**config.mk**
```make
export PLATFORM = sky130hd
export DESIGN_NAME = trcoc_top
export DESIGN_NICKNAME = d
export VERILOG_FILES = /design/src/rtl/trcoc_pkg.sv /design/src/rtl/trcoc_counter.sv /design/src/rtl/trcoc_top.sv
export SDC_FILE = /design/constraint.sdc
export NUM_CORES = 1
export LEC_CHECK = 0
export BUFFER_PORTS_ARGS = -buffer_cell sky130_fd_sc_hd__buf_4
export CORE_AREA = 2 2 83 85
export DETAILED_ROUTE_END_ITERATION = 8
export DIE_AREA = 0 0 85 87
export PLACE_DENSITY = 0.78
export SYNTH_ARGS = -nofsm -noshare
export SYNTH_HDL_FRONTEND = slang
export SYNTH_SLANG_ARGS = --single-unit
```
**constraint.sdc**
```tcl
create_clock -name clk_sys -period 3.22 [get_ports clk_sys]
set_input_delay 0.322 -clock clk_sys [delete_from_list [all_inputs] [get_ports clk_sys]]
set_output_delay 0.322 -clock clk_sys [all_outputs]
set_load 0.01 [all_outputs]
```
**src/rtl/trcoc_pkg.sv**
```systemverilog
// package for the touch rc-oscillator counter block
package trcoc_pkg;
   localparam int unsigned TRCOC_CNT_W       = 16;
   localparam int unsigned TRCOC_REF_DIV     = 4;
   localparam logic [7:0]  TRCOC_BYTE_RST    = 8'h00;
   localparam logic [15:0] TRCOC_CNT_RST     = 16'h0000;
   localparam logic [15:0] TRCOC_CNT_ALLONES = 16'hFFFF;
   localparam int unsigned TRCOC_ENABLE_BIT  = 1;   // position in conv_control_reg
   localparam int unsigned TRCOC_OVSEL_BIT   = 0;   // position in conv_control_reg
   localparam int unsigned TRCOC_RUN_BIT     = 4;   // position in conv_clock_control_reg
   localparam int unsigned TRCOC_IRQ_BIT     = 5;   // position in high interrupt reg
   localparam logic [1:0]  TRCOC_DIV_RST     = 2'h0;
   localparam logic        TRCOC_SRC_REF     = 1'b0;
   localparam logic        TRCOC_SRC_MEAS    = 1'b1;
   // byte register selectors for software access
   typedef enum logic [1:0] {
      TRCOC_SEL_REF_LOW,
      TRCOC_SEL_REF_HIGH,
      TRCOC_SEL_MEAS_LOW,
      TRCOC_SEL_MEAS_HIGH
   } trcoc_sel_t;
endpackage

```
**src/rtl/trcoc_counter.sv**
```systemverilog
// one 16-bit counter with buffered low byte access
module trcoc_counter
   import trcoc_pkg::*;
(
   input  wire logic       clk_sys,
   input  wire logic       rst,
   input  wire logic       inc,
   input  wire logic       wr_low,
   input  wire logic       wr_high,
   input  wire logic       rd_high,
   input  wire logic [7:0] wdata,
   output logic [15:0]     count,
   output logic [7:0]      low_latch,
   output logic            wrap
);
   typedef struct packed {
      logic [15:0] cnt;
      logic [7:0]  wbuf;
      logic [7:0]  rlatch;
   } trcoc_cnt_state_t;

   trcoc_cnt_state_t st_r;
   trcoc_cnt_state_t st_nxt;

   ////////////////////////////////////////////////////////////////////////////
   // wrap is combinational from the increment and the current count, so it lands in the same cycle
   assign wrap      = inc && (st_r.cnt == TRCOC_CNT_ALLONES);
   assign count     = st_r.cnt;
   assign low_latch = st_r.rlatch;

   // next state: software load has priority, increments never overlap it
   always_comb
   begin
      st_nxt = st_r;
      if (wr_low)
      begin
         st_nxt.wbuf = wdata;
      end
      if (wr_high)
      begin
         st_nxt.cnt = {wdata, st_r.wbuf};
      end
      else if (inc)
      begin
         st_nxt.cnt = st_r.cnt + 16'h0001;
      end
      if (rd_high)
      begin
         st_nxt.rlatch = st_r.cnt[7:0];
      end
   end

   // state register
   always_ff @(posedge clk_sys)
   begin
      if (rst)
      begin
         st_r <= '{cnt: TRCOC_CNT_RST, wbuf: TRCOC_BYTE_RST, rlatch: TRCOC_BYTE_RST};
      end
      else
      begin
         st_r <= st_nxt;
      end
   end
endmodule

```
**src/rtl/trcoc_top.sv**
```systemverilog
// touch measurement: reference and rc-oscillator counters with overflow stop
module trcoc_top
   import trcoc_pkg::*;
#(
   parameter int unsigned REF_DIV = TRCOC_REF_DIV
)
(
   input  wire logic       clk_sys,
   input  wire logic       rst,
   input  wire logic       conv_enable_bit,
   input  wire logic       overflow_source_select,
   input  wire logic       ref_clock_select_bit0,
   input  wire logic       ref_clock_select_bit1,
   input  wire logic       ref_clock_select_bit2,
   input  wire logic       run_set,
   input  wire logic       run_clear,
   input  wire logic       irq_flag_clear,
   input  wire logic       rc_osc_in,
   input  wire logic       acc_wr,
   input  wire logic       acc_rd,
   input  wire trcoc_sel_t acc_sel,
   input  wire logic [7:0] acc_wdata,
   output logic [7:0]      acc_rdata,
   output logic            count_run_bit,
   output logic            conv_irq_flag,
   output logic            conv_irq_req
);
   // all control state in one record, registered once per clock
   typedef struct packed {
      logic       osc_s1;  // first synchroniser stage, read only by the second
      logic       osc_s2;
      logic       osc_s3;  // previous level for the edge detector
      logic [1:0] div;     // reference prescaler
      logic       run;
      logic       irq;     // sticky converter flag
      logic       irq_req; // one-cycle request pulse
      logic [7:0] rdata;
   } trcoc_state_t;

   // registered state and its next value
   trcoc_state_t st_r;
   trcoc_state_t st_nxt;

   // counter indices inside the generate loop
   localparam int unsigned NUM_CNT  = 2;
   localparam int unsigned REF_IDX  = 0;
   localparam int unsigned MEAS_IDX = 1;

   // per-counter views of the two counters
   logic [NUM_CNT-1:0][15:0] cnt_val;
   logic [NUM_CNT-1:0][7:0]  cnt_latch;
   logic [NUM_CNT-1:0]       cnt_wrap;
   logic [NUM_CNT-1:0]       cnt_inc;

   // named views used by the control logic
   logic [15:0] ref_count;
   logic [15:0] meas_count;
   logic [7:0]  ref_latch;
   logic [7:0]  meas_latch;
   logic        ref_wrap;
   logic        meas_wrap;
   logic        ref_tick;
   logic        osc_rise;
   logic        ref_inc;
   logic        meas_inc;
   logic        stop_evt;
   logic        sw_ok;
   logic        wr_ok;
   logic        rd_ok;
   logic [1:0]  sel_bits;
   logic        sel_chan;
   logic        sel_high;

   ////////////////////////////////////////////////////////////////////////////
   // elaboration checks: values the logic cannot serve
   // the two-bit prescaler wraps at four, so no other divider can be honoured
   if (REF_DIV != 4)
   begin : g_div_check
      $error("reference divider must be 4");
   end
   // the byte access splits each counter into exactly two bytes
   if (TRCOC_CNT_W != 16)
   begin : g_width_check
      $error("counter width must be 16");
   end

   ////////////////////////////////////////////////////////////////////////////
   // clock source and counting enables
   // select bit0 picks the divided clock; bits 1 and 2 are kept for software but unused
   assign ref_tick  = ref_clock_select_bit0 ? (st_r.div == 2'(REF_DIV - 1)) : 1'b1;
   // edge detect reads only the second and third stages of the synchroniser
   assign osc_rise  = st_r.osc_s2 && !st_r.osc_s3;
   assign ref_inc   = st_r.run && conv_enable_bit && ref_tick;
   assign meas_inc  = st_r.run && conv_enable_bit && osc_rise;
   // only the selected counter's wrap ends the measurement
   assign stop_evt  = (overflow_source_select == TRCOC_SRC_MEAS) ? meas_wrap : ref_wrap;
   // software is shut out while counting so a reader never sees a moving count
   assign sw_ok     = !st_r.run;
   assign wr_ok     = acc_wr && sw_ok;
   assign rd_ok     = acc_rd && sw_ok;

   // split the selector: upper bit picks the counter, lower bit the byte half
   assign sel_bits  = acc_sel;
   assign sel_chan  = sel_bits[1];
   assign sel_high  = sel_bits[0];

   ////////////////////////////////////////////////////////////////////////////
   // the two counters: index 0 is the reference, index 1 the measurement
   // the channel is the upper select bit, the byte half the lower one
   for (genvar g = 0; g < NUM_CNT; g++)
   begin : g_cnt
      trcoc_counter u_cnt
      (
         .clk_sys   (clk_sys),
         .rst       (rst),
         .inc       (cnt_inc[g]),
         .wr_low    (wr_ok && (sel_chan == 1'(g)) && !sel_high),
         .wr_high   (wr_ok && (sel_chan == 1'(g)) && sel_high),
         .rd_high   (rd_ok && (sel_chan == 1'(g)) && sel_high),
         .wdata     (acc_wdata),
         .count     (cnt_val[g]),
         .low_latch (cnt_latch[g]),
         .wrap      (cnt_wrap[g])
      );
   end

   // named views of the counter array for the control logic
   assign cnt_inc    = {meas_inc, ref_inc};
   assign ref_count  = cnt_val[REF_IDX];
   assign meas_count = cnt_val[MEAS_IDX];
   assign ref_latch  = cnt_latch[REF_IDX];
   assign meas_latch = cnt_latch[MEAS_IDX];
   assign ref_wrap   = cnt_wrap[REF_IDX];
   assign meas_wrap  = cnt_wrap[MEAS_IDX];

   ////////////////////////////////////////////////////////////////////////////
   // control next state
   // later assignments win: software clear, then software set, then the overflow
   always_comb
   begin
      st_nxt         = st_r;
      // the pin passes two flops; the third stage only remembers the last level
      st_nxt.osc_s1  = rc_osc_in;
      st_nxt.osc_s2  = st_r.osc_s1;
      st_nxt.osc_s3  = st_r.osc_s2;
      st_nxt.irq_req = 1'b0;
      // prescaler free-runs only while counting so each run starts aligned
      st_nxt.div     = (st_r.run && conv_enable_bit) ? st_r.div + 2'h1 : TRCOC_DIV_RST;
      // a set in the same cycle as a clear wins over the clear
      if (run_clear)
      begin
         st_nxt.run = 1'b0;
      end
      if (run_set && conv_enable_bit)
      begin
         st_nxt.run = 1'b1;
      end
      // software clear of the sticky flag
      if (irq_flag_clear)
      begin
         st_nxt.irq = 1'b0;
      end
      // overflow wins over both the run set and the flag clear
      if (stop_evt)
      begin
         st_nxt.run     = 1'b0;
         st_nxt.irq     = 1'b1;
         st_nxt.irq_req = 1'b1;
      end
      // read data: high reads live byte, low reads the latched byte
      if (rd_ok)
      begin
         unique case (acc_sel)
            TRCOC_SEL_REF_LOW:   st_nxt.rdata = ref_latch;
            TRCOC_SEL_REF_HIGH:  st_nxt.rdata = ref_count[15:8];
            TRCOC_SEL_MEAS_LOW:  st_nxt.rdata = meas_latch;
            TRCOC_SEL_MEAS_HIGH: st_nxt.rdata = meas_count[15:8];
         endcase
      end
   end

   // state register
   always_ff @(posedge clk_sys)
   begin
      if (rst)
      begin
         st_r <= '{
            osc_s1:  1'b0,
            osc_s2:  1'b0,
            osc_s3:  1'b0,
            div:     TRCOC_DIV_RST,
            run:     1'b0,
            irq:     1'b0,
            irq_req: 1'b0,
            rdata:   TRCOC_BYTE_RST
         };
      end
      else
      begin
         st_r <= st_nxt;
      end
   end

   // outputs come straight from the state register, no logic after the flops
   assign acc_rdata     = st_r.rdata;
   assign count_run_bit = st_r.run;
   assign conv_irq_flag = st_r.irq;
   assign conv_irq_req  = st_r.irq_req;
endmodule
```
Yosys cells after proc, flatten, opt, wreduce, memory -nomap -nowiden
Cells that the tools add are included.

operators by class
  add/subtract/negate cells = 3
  $mul = 0
  div/mod/pow operators = 0
  $lt $le $gt $ge = 0
  equality and inequality tests = 6
  shifts and indexed selects = 0
  mux-type cells = 11
  bitwise gates (word level) = 2
  reductions and logical operators = 29

operators by type and width
  kind                   count
  $mux 16                4
  $add 16x1->16 const B  2
  $eq 16x16->1 const B   2
  $pmux 8 s4             1
  $logic_and 1x1->1      19
  $reduce_bool 2->1      4
  $eq 2x2->1 const B     3
  $mux 1                 5
  $reduce_or 2->1        2
  $logic_not 1->1        3
  $add 2x1->2 const B    1
  $eq 2x1->1 const B     1
  $logic_not 2->1        1
  $mux 2                 1
  $not 1->1              2

word-level totals
  register bits after elaboration = 80
  latch bits = 0
  RAM bits = 0
  bits in read-only memories = 0
  bits of input ports = 23
  output and inout bits = 11
  logic and storage cells = 65
  memories kept = 0

Logic depth before layout (Yosys ltp)
Gate-level depths: netlist of the first run.

  word-level depth = 6
  depth in mapped cells = 8

Cells and area by module
A second synthesis of the first run with hierarchy kept.

second synthesis, totals
  cells, all modules = 465
  area total of the unflattened synthesis = 4,280.4 µm²

modules (own cells, without submodules)
  module         instances  cells each  area each (µm²)  seq. area each (µm²)
  trcoc_counter  2          187         1,710.4          640.6
  trcoc_top      1          91          859.6            320.3

Least setup slack after synthesis of the first run
No wires, ideal clock.

  path type = flip-flop to flip-flop
  start point = reg g_cnt[1].u_cnt.st_r, in the netlist g_cnt[1].u_cnt.count[0]
  end point = reg g_cnt[1].u_cnt.st_r, in the netlist g_cnt[1].u_cnt.count[8]
  setup time = 0.103 ns
  data arrival time = 1.554 ns
  data required time = 3.117 ns
  setup slack = 1.562 ns
  stages on the path, launching flop included = 7
  buffers on the path = 0
  cell sequence = dfxtp_1 > ha_1 > nand2_1 > or3_4 > nor2_1 > nor3_1 > a2111oi_2

between the ends
  longest elaborated chain between the ends = 3

ends and longest elaborated chain
  item                    RTL line             text
  from (decl)             trcoc_counter.sv:22  trcoc_cnt_state_t st_r;
  from (signal assigned)  trcoc_counter.sv:58  st_r <= '{cnt: TRCOC_CNT_RST, wbuf: TRCOC_BYTE_RST, rlatch: TRCOC_BYTE_RST};
  from (signal assigned)  trcoc_counter.sv:62  st_r <= st_nxt;
  $add 16x1->16           trcoc_counter.sv:45  st_nxt.cnt = st_r.cnt + 16'h0001;
  $mux 16                 trcoc_counter.sv:43  else if (inc)
  $mux 16                 trcoc_counter.sv:39  if (wr_high)

Every way passes these cells. The select of a mux whose other input is x is not followed.
A chain may end at the register's enable or synchronous reset.

Final worst setup path of the first run
  start point = reg st_r, in the netlist count_run_bit
  end point = reg g_cnt[0].u_cnt.st_r, in the netlist g_cnt[0].u_cnt.count[10]

between the ends
  longest elaborated chain between the ends = 5

ends and longest elaborated chain
  item                                                 RTL line             text
  from (decl)                                          trcoc_top.sv:41      trcoc_state_t st_r;
  from (signal assigned)                               trcoc_top.sv:187     st_r <= '{
  from (signal assigned)                               trcoc_top.sv:200     st_r <= st_nxt;
  $logic_not 1->1                                      trcoc_top.sv:98      assign sw_ok = !st_r.run;
  $logic_and 1x1->1                                    trcoc_top.sv:99      assign wr_ok = acc_wr && sw_ok;
  $logic_and 1x1->1 (2 in series)                      trcoc_top.sv:118     .wr_high (wr_ok && (sel_chan == 1'(g)) && sel_high),
  $mux 16 / $reduce_bool 2->1 (equally long branches)  --
  to (signal assigned)                                 trcoc_counter.sv:58
  to (signal assigned)                                 trcoc_counter.sv:62
  to (decl)                                            trcoc_counter.sv:22

Parallel ways exist; a longest one is shown, timed or not.

==> results of run 1 <==
-- stage by stage --
| step | total power, mW | instances | setup slack, ns | cell area, sq um |
|---|---|---|---|---|
| 2_1_floorplan | 1.14 | 450 | 1.56 | 3780 |
| 3_3_place_gp | 1.19 | 530 | 0.902 | 3950 |
| 3_5_place_dp | 1.20 | 530 | 0.852 | 3950 |
| 4_1_cts | 1.78 | 543 | 0.838 | 4100 |
| 5_1_grt | 1.83 | 543 | 0.609 | 4100 |
| 6_report | 1.77 | 543 | 0.742 | 4100 |
-- registers in the layout, indices dropped and copies added, names as in the netlist --
name                   flops
g_cnt.u_cnt.st_r          16
st_r                       3
conv_irq_req               1
acc_rdata                  8
g_cnt.u_cnt.low_latch     16
st_nxt                     2
g_cnt.u_cnt.count         32
count_run_bit              1
conv_irq_flag              1
-- Yosys cell counts, types with 2 or more instances --
| library cell | number | area [sq um] |
|---|---|---|
| nor2b_1 | 8 | 50.1 |
| buf_2 | 4 | 20.0 |
| inv_1 | 2 | 7.51 |
| a21oi_1 | 47 | 235 |
| nand4b_1 | 2 | 17.5 |
| a222oi_1 | 4 | 40.0 |
| clkbuf_1 | 16 | 60.1 |
| nand2_1 | 88 | 330 |
| nand4_1 | 11 | 68.8 |
| nand2b_1 | 3 | 18.8 |
| buf_4 | 11 | 82.6 |
| o22ai_1 | 6 | 37.5 |
| xor2_1 | 6 | 52.6 |
| and2_1 | 2 | 12.5 |
| dfxtp_1 | 80 | 1600 |
| and3_1 | 11 | 68.8 |
| a22oi_1 | 11 | 82.6 |
| o311ai_0 | 2 | 17.5 |
| a211oi_1 | 3 | 22.5 |
| nor3b_1 | 4 | 30.0 |
| nand3_1 | 8 | 40.0 |
| mux2i_1 | 8 | 80.1 |
| nor2_1 | 43 | 161 |
| xnor2_1 | 6 | 52.6 |
| o21ai_0 | 13 | 65.1 |
| mux4_2 | 8 | 180 |
| a31oi_1 | 7 | 43.8 |
| nor4_1 | 5 | 31.3 |
| nor3_1 | 5 | 25.0 |
| a221oi_1 | 6 | 52.6 |
| ha_1 | 3 | 37.5 |
-- per-layer routing --
layer | vias to the layer above | part of all wire [%]
met3 | 24 | 9.0
met1 | 1573 | 43
met2 | 171 | 45
li1 | 1621 | -
met5 | - | 0
met4 | 0 | 3.0
-- critical path, delay by kind of cell (launching register included) --
kind,cells,cell delay (ns)
AOI/OAI and AO/OA,2,0.45
DFF,1,0.44
and+or+nand+nor,3,1.44
-- worst paths after layout --
| check | endpoint | slack (ns) |
|---|---|---|
| max | g_cnt[0].u_cnt.count[10] | 0.74 |
| min | st_nxt[14] | 0.20 |
| max reg2reg | g_cnt[0].u_cnt.count[10] | 0.74 |
| min reg2reg | st_r[11] | 0.43 |
-- final cells by class --
cell class                 count  area [sq um]  share of cell area [%]
timing repair buffer          33           248                    6.05
sequential                    80          1600                    39.1
clock buffer                  11           131                    3.21
inverter                       2          7.51                   0.183
clock inverter                 2          10.0                   0.244
multi-input combinational    335          2000                    48.8
tap                           80           100                    2.44
-- power groups by stage --
stage	Sequential, mW	Combinational (mW)	Clock [mW]
final	1.03	0.143	0.596
after global routing	1.04	0.157	0.641
after CTS	1.03	0.141	0.608
after detailed placement	1.05	0.141	0
after global placement	1.05	0.138	0
after floorplan	1.05	0.0981	0
-- kinds of logic (layout without fill, tap and decap cells) --
logic type | Yosys count | in the layout | share of synthesized area (%)
muxes | 16 | 16 | 6.88
AOI/OAI and AO/OA | 101 | 101 | 16.4
DFF | 80 | 80 | 42.3
xor gates and xnor gates | 12 | 12 | 2.78
adders and majority gates | 3 | 3 | 0.992
buffers and inverters | 35 | 48 | 4.89
and+or+nand+nor | 203 | 203 | 25.8
==> results.toml, run 1 <==
[worst_hold_path]
hp-class = "in2reg"
min_from = "rc_osc_in"
holdPathStages = 2

[final_layout]
syn_to_final_growth_pct = 8.23
fin_util_pct = 62.3
final_layout_size_suffix_gt1_share_pct = 12.7
final_common_cell = "nand2_1"
mostFrequentLayoutCells = "nand2_1, dfxtp_1, a21oi_1, nor2_1, buf_4"
fill_cells = 584
nets = 487
antennaDiodeCount = 0

[power]
p_int_mw = 1.33
ir_drop_mv = 0.253
p_seq_share_pct = 58.3
clockPowerShare_pct = 33.6
p_sw_uw = 441
power_density_mw_per_mm2 = 433
combinationalPowerShare_pct = 8.1
swShare_pct = 24.9
leakagePower_nw = 1.43

[floorplan]
fp.dieH_um = 87
core_sq_mm = 0.00657
start_util_pct = 57.6
dieArea_sq_mm = 0.00740
die_w_um = 85
io-pin-count = 34
rows = 30

[clock_network]
clk_path_buf_depth = 2
cts_tree = "yes"
path_clk_slew_ns = 0.07
clk_latency_ns = 0.35
clock-sinks = 80
cts_hold_buf = 0
cts_root_buf = "clkbuf_8"
h-tree-depth = 3
cts_buffers = 9
cts_resized = 0
cts_setup_buffers = 0

[sta]
worst_pin_slew_ns = 1.05
hold_violations = 0
period_share_pct = 77.0
holdWs_ns = 0.205
setup_viol = 0
finalSetupTns_ns = 0
finalMaxSlewViolations = 0
max_freq_mhz = 404
grt_setup_unrepaired = "no"
min_period_ns = 2.48
slew_headroom_pct = 29.7
final.setup_skew_ns = 0.00624

[setup_path]
worst_setup_path_end_kind = "flop"
critPathSlowestCell = "nor3b_2"
crit_start = "count_run_bit"
path_class = "reg2reg"
crit_chain = "nand2b_4, nor3b_2, nor2_1, a221oi_1, a21oi_1"
startpoint_type = "flop"
cp_max_fo = 16
reg2reg_from = "count_run_bit"
cp_data_arrival_time_ns = 2.68
required_ns = 3.42
rr_worst_depth = 5
slowest_delay_ns = 0.86

[synth]
ys_types = 48
ys_ff_latch = 80
yosysWarnings = 0
synth_edf_count = 0
synthCells = 450
async_flop_share_pct = 0
avgSynthCellArea_sq_um = 8.41
syn-cell-area_sq_mm = 0.00378
synth-seq-area-share_pct = 42.3
ys.flop_type = "dfxtp_1"
syn_nets = 476

[routing]
vias_per_cell = 6.24
postRouteAntennaNets = 0
wl_per_cell_um = 17.1
drt-initial-drc-count = 369
postRouteWirelength_um = 9300
route.detailed.drc = 0
drt_first_pass_iters = 5
vias = 3389

[global_routing]
grt_busiest_layer = "met2"
met3_usage_pct = 3.89
met1_usage_pct = 37.7
grt_max_degree = 82
antenna_found_initial = 0
grt-ovfl-total = 0
track_usage_pct = 26.3
first_global_vias = 2994
grt_use_met2_pct = 38.8
grt_pass1_wl_um = 15000

[placed_design]
routabilityCongestion = 0.899
dp_hpwl_um = 6380
port_buffers = 31

[status]
outcome = "complete, no violations"

[flow_run]
max-cap-violations = 0
(Power assumes the default switching activity.)
==> run 2, diff against run 1 <==
--- a/config.mk
+++ b/config.mk
@@ -5,11 +5,12 @@
 export SDC_FILE = /design/constraint.sdc
 export NUM_CORES = 1
 export LEC_CHECK = 0
+export ABC_AREA = 1
 export BUFFER_PORTS_ARGS = -buffer_cell sky130_fd_sc_hd__buf_4
-export CORE_AREA = 2 2 83 85
+export CORE_AREA = 2 2 91 93
 export DETAILED_ROUTE_END_ITERATION = 8
-export DIE_AREA = 0 0 85 87
-export PLACE_DENSITY = 0.78
+export DIE_AREA = 0 0 93 95
+export PLACE_DENSITY = 0.75
 export SYNTH_ARGS = -nofsm -noshare
 export SYNTH_HDL_FRONTEND = slang
 export SYNTH_SLANG_ARGS = --single-unit
==> constraint.sdc (replaced) <==
create_clock -name clk_sys -period 2.1 [get_ports clk_sys]
set_input_delay 0.21 -clock clk_sys [delete_from_list [all_inputs] [get_ports clk_sys]]
set_output_delay 0.21 -clock clk_sys [all_outputs]
set_load 0.01 [all_outputs]
==> results.toml, run 2 <==
[sta]
max_freq_mhz = 577
final.setup_skew_ns = 0.0122
slew_headroom_pct = 62.8
min_period_ns = 1.73
setup_viol = 0
period_share_pct = 82.5
finalMaxSlewViolations = 0
setup_ws_ns = 0.368
worst_pin_slew_ns = 0.557
grt_setup_unrepaired = "no"
hold_violations = 0
finalSetupTns_ns = 0

[final_layout]
final_cells = 765
largest_reg_flops = 32
fin_util_pct = 58.2
final_common_cell = "nand2_1"
nets = 681
design_area_sq_mm = 0.00461
syn_to_final_growth_pct = 10.6
mostFrequentLayoutCells = "nand2_1, inv_1, nor2_1, dfxtp_1, o21ai_0"
final_layout_size_suffix_gt1_share_pct = 12.9
antennaDiodeCount = 0

[synth]
yosysWarnings = 0
ys_ff_latch = 80
synthCells = 632
synth_most_common_cell = "nand2_1"
synth_edf_count = 0
yosys.area.top_type_share_pct = 38.4
synthTopCellsByCount = "nand2_1, inv_1, nor2_1, dfxtp_1, o21ai_0"
syn_nets = 658
ys_types = 34
async_flop_share_pct = 0
ys.flop_type = "dfxtp_1"
syn-cell-area_sq_mm = 0.00417
synth_area_leader_cell = "dfxtp_1"
avgSynthCellArea_sq_um = 6.60
synth_area_leaders = "dfxtp_1, nand2_1, inv_1"
synth-seq-area-share_pct = 38.4

[floorplan]
dieArea_sq_mm = 0.00884
fp.dieH_um = 95
io-pin-count = 34
rows = 33
core_sq_mm = 0.00793
start_util_pct = 52.6
die_w_um = 93

[power]
power_density_mw_per_mm2 = 670
ir_drop_mv = 0.332
leakagePower_nw = 2.08

[placed_design]
place_area_sq_mm = 0.00442
dp_slack_ns = 0.418
routabilityCongestion = 1.01
dp_hpwl_um = 8030
port_buffers = 31
post-place-cells = 749

[setup_path]
worst_setup_path_end_kind = "flop"
ff2ff_setup_slack_ns = 0.37
crit_top_cell = "nand2_1"
slowest_delay_ns = 0.43
critPathTopFamily = "buffers and inverters"
required_ns = 2.36
path_class = "reg2reg"
crit_chain = "nand2_1, inv_1, nand2_1, inv_1, nand2_1, xor2_1, a21oi_1"
cp_max_fo = 14
cp_num_buf_inv = 2
startpoint_type = "flop"
critPathSlowestCell = "dfxtp_1"
cp_data_arrival_time_ns = 1.99

[routing]
wl_per_cell_um = 14.4
route.detailed.drc = 0
postRouteAntennaNets = 0
drt_first_pass_iters = 5
postRouteWirelength_um = 11000
vias_per_cell = 5.26
vias = 4024
drt-initial-drc-count = 212

[global_routing]
grt-ovfl-total = 0
grt_max_degree = 36
track_usage_pct = 26.9
first_global_vias = 3801
antenna_found_initial = 0
grt_pass1_wl_um = 18300

[clock_network]
cts_resized = 0
cts_tree = "yes"
cts_setup_buffers = 0
path_clk_slew_ns = 0.09
h-tree-depth = 3
clock-sinks = 80
cts_hold_buf = 0
cts_root_buf = "clkbuf_8"
clk_latency_ns = 0.37
clk_path_buf_depth = 2
cts_buffers = 9

[status]
outcome = "complete, no violations"

[flow_run]
max-cap-violations = 0

[worst_hold_path]
hp-class = "in2reg"
[run 2: metrics by stage]
step | power (mW) | hold slack [ns]
5_1_grt | 3.22 | 0.0643
2_1_floorplan | 1.86 | 0.317
6_report | 3.09 | 0.0405
3_5_place_dp | 1.97 | 0.400
3_3_place_gp | 1.96 | 0.397
4_1_cts | 3.10 | 0.0447
[run 2: final cells by class]
cell class | count | area (sq um)
clock buffers | 10 | 128
multi-input cells | 428 | 2030
fillers | 792 | 3310
well taps | 105 | 131
inverters | 99 | 373
flip-flops and latches | 80 | 1600
repair buffers | 37 | 278
clock inverters | 6 | 68.8
[run 2: routing by layer]
| layer | up-vias | GRT usage, % | routed length (um) |
|---|---|---|---|
| met2 | 116 | 45.0 | 5300 |
| met1 | 1842 | 33.2 | 4740 |
| li1 | 2033 | - | - |
| met3 | 33 | 4.55 | 549 |
| met5 | - | 0 | 0 |
| met4 | 0 | 14.5 | 422 |
[run 2: final timing paths]
kind	to	startpoint	cells past startpoint
min	st_nxt[14]	rc_osc_in	3
max reg2reg	g_cnt[0].u_cnt.count[6]	count_run_bit	7
max	g_cnt[0].u_cnt.count[6]	count_run_bit	7
min reg2reg	st_nxt[13]	st_nxt[14]	2
[run 2: power by group]
part           total, mW  switching [mW]  internal [mW]
logic              0.319           0.205          0.114
clock network       1.15           0.598          0.556
registers           1.62          0.0417           1.58
total               3.09           0.845           2.25
[run 2: worst reg2reg max path, stage by stage, from the launching register on]
cell and delay, ns:
dfxtp_1 0.43, nand2_1 0.12, inv_1 0.09, nand2_1 0.17, inv_1 0.42, nand2_1 0.14
xor2_1 0.17, a21oi_1 0.07
[run 2: kinds of logic (layout without fill, tap and decap cells)]
| kind of cell | count (synthesis) | count (layout) | share of synthesized area [%] |
|---|---|---|---|
| AND/OR/NAND/NOR | 288 | 288 | 29.6 |
| AO/OA/AOI/OAI | 130 | 130 | 16.8 |
| buffers and inverters | 124 | 152 | 12.9 |
| flip-flops | 80 | 80 | 38.4 |
| XOR/XNOR | 7 | 7 | 1.47 |
| adder cells (fa/ha/maj) | 3 | 3 | 0.900 |
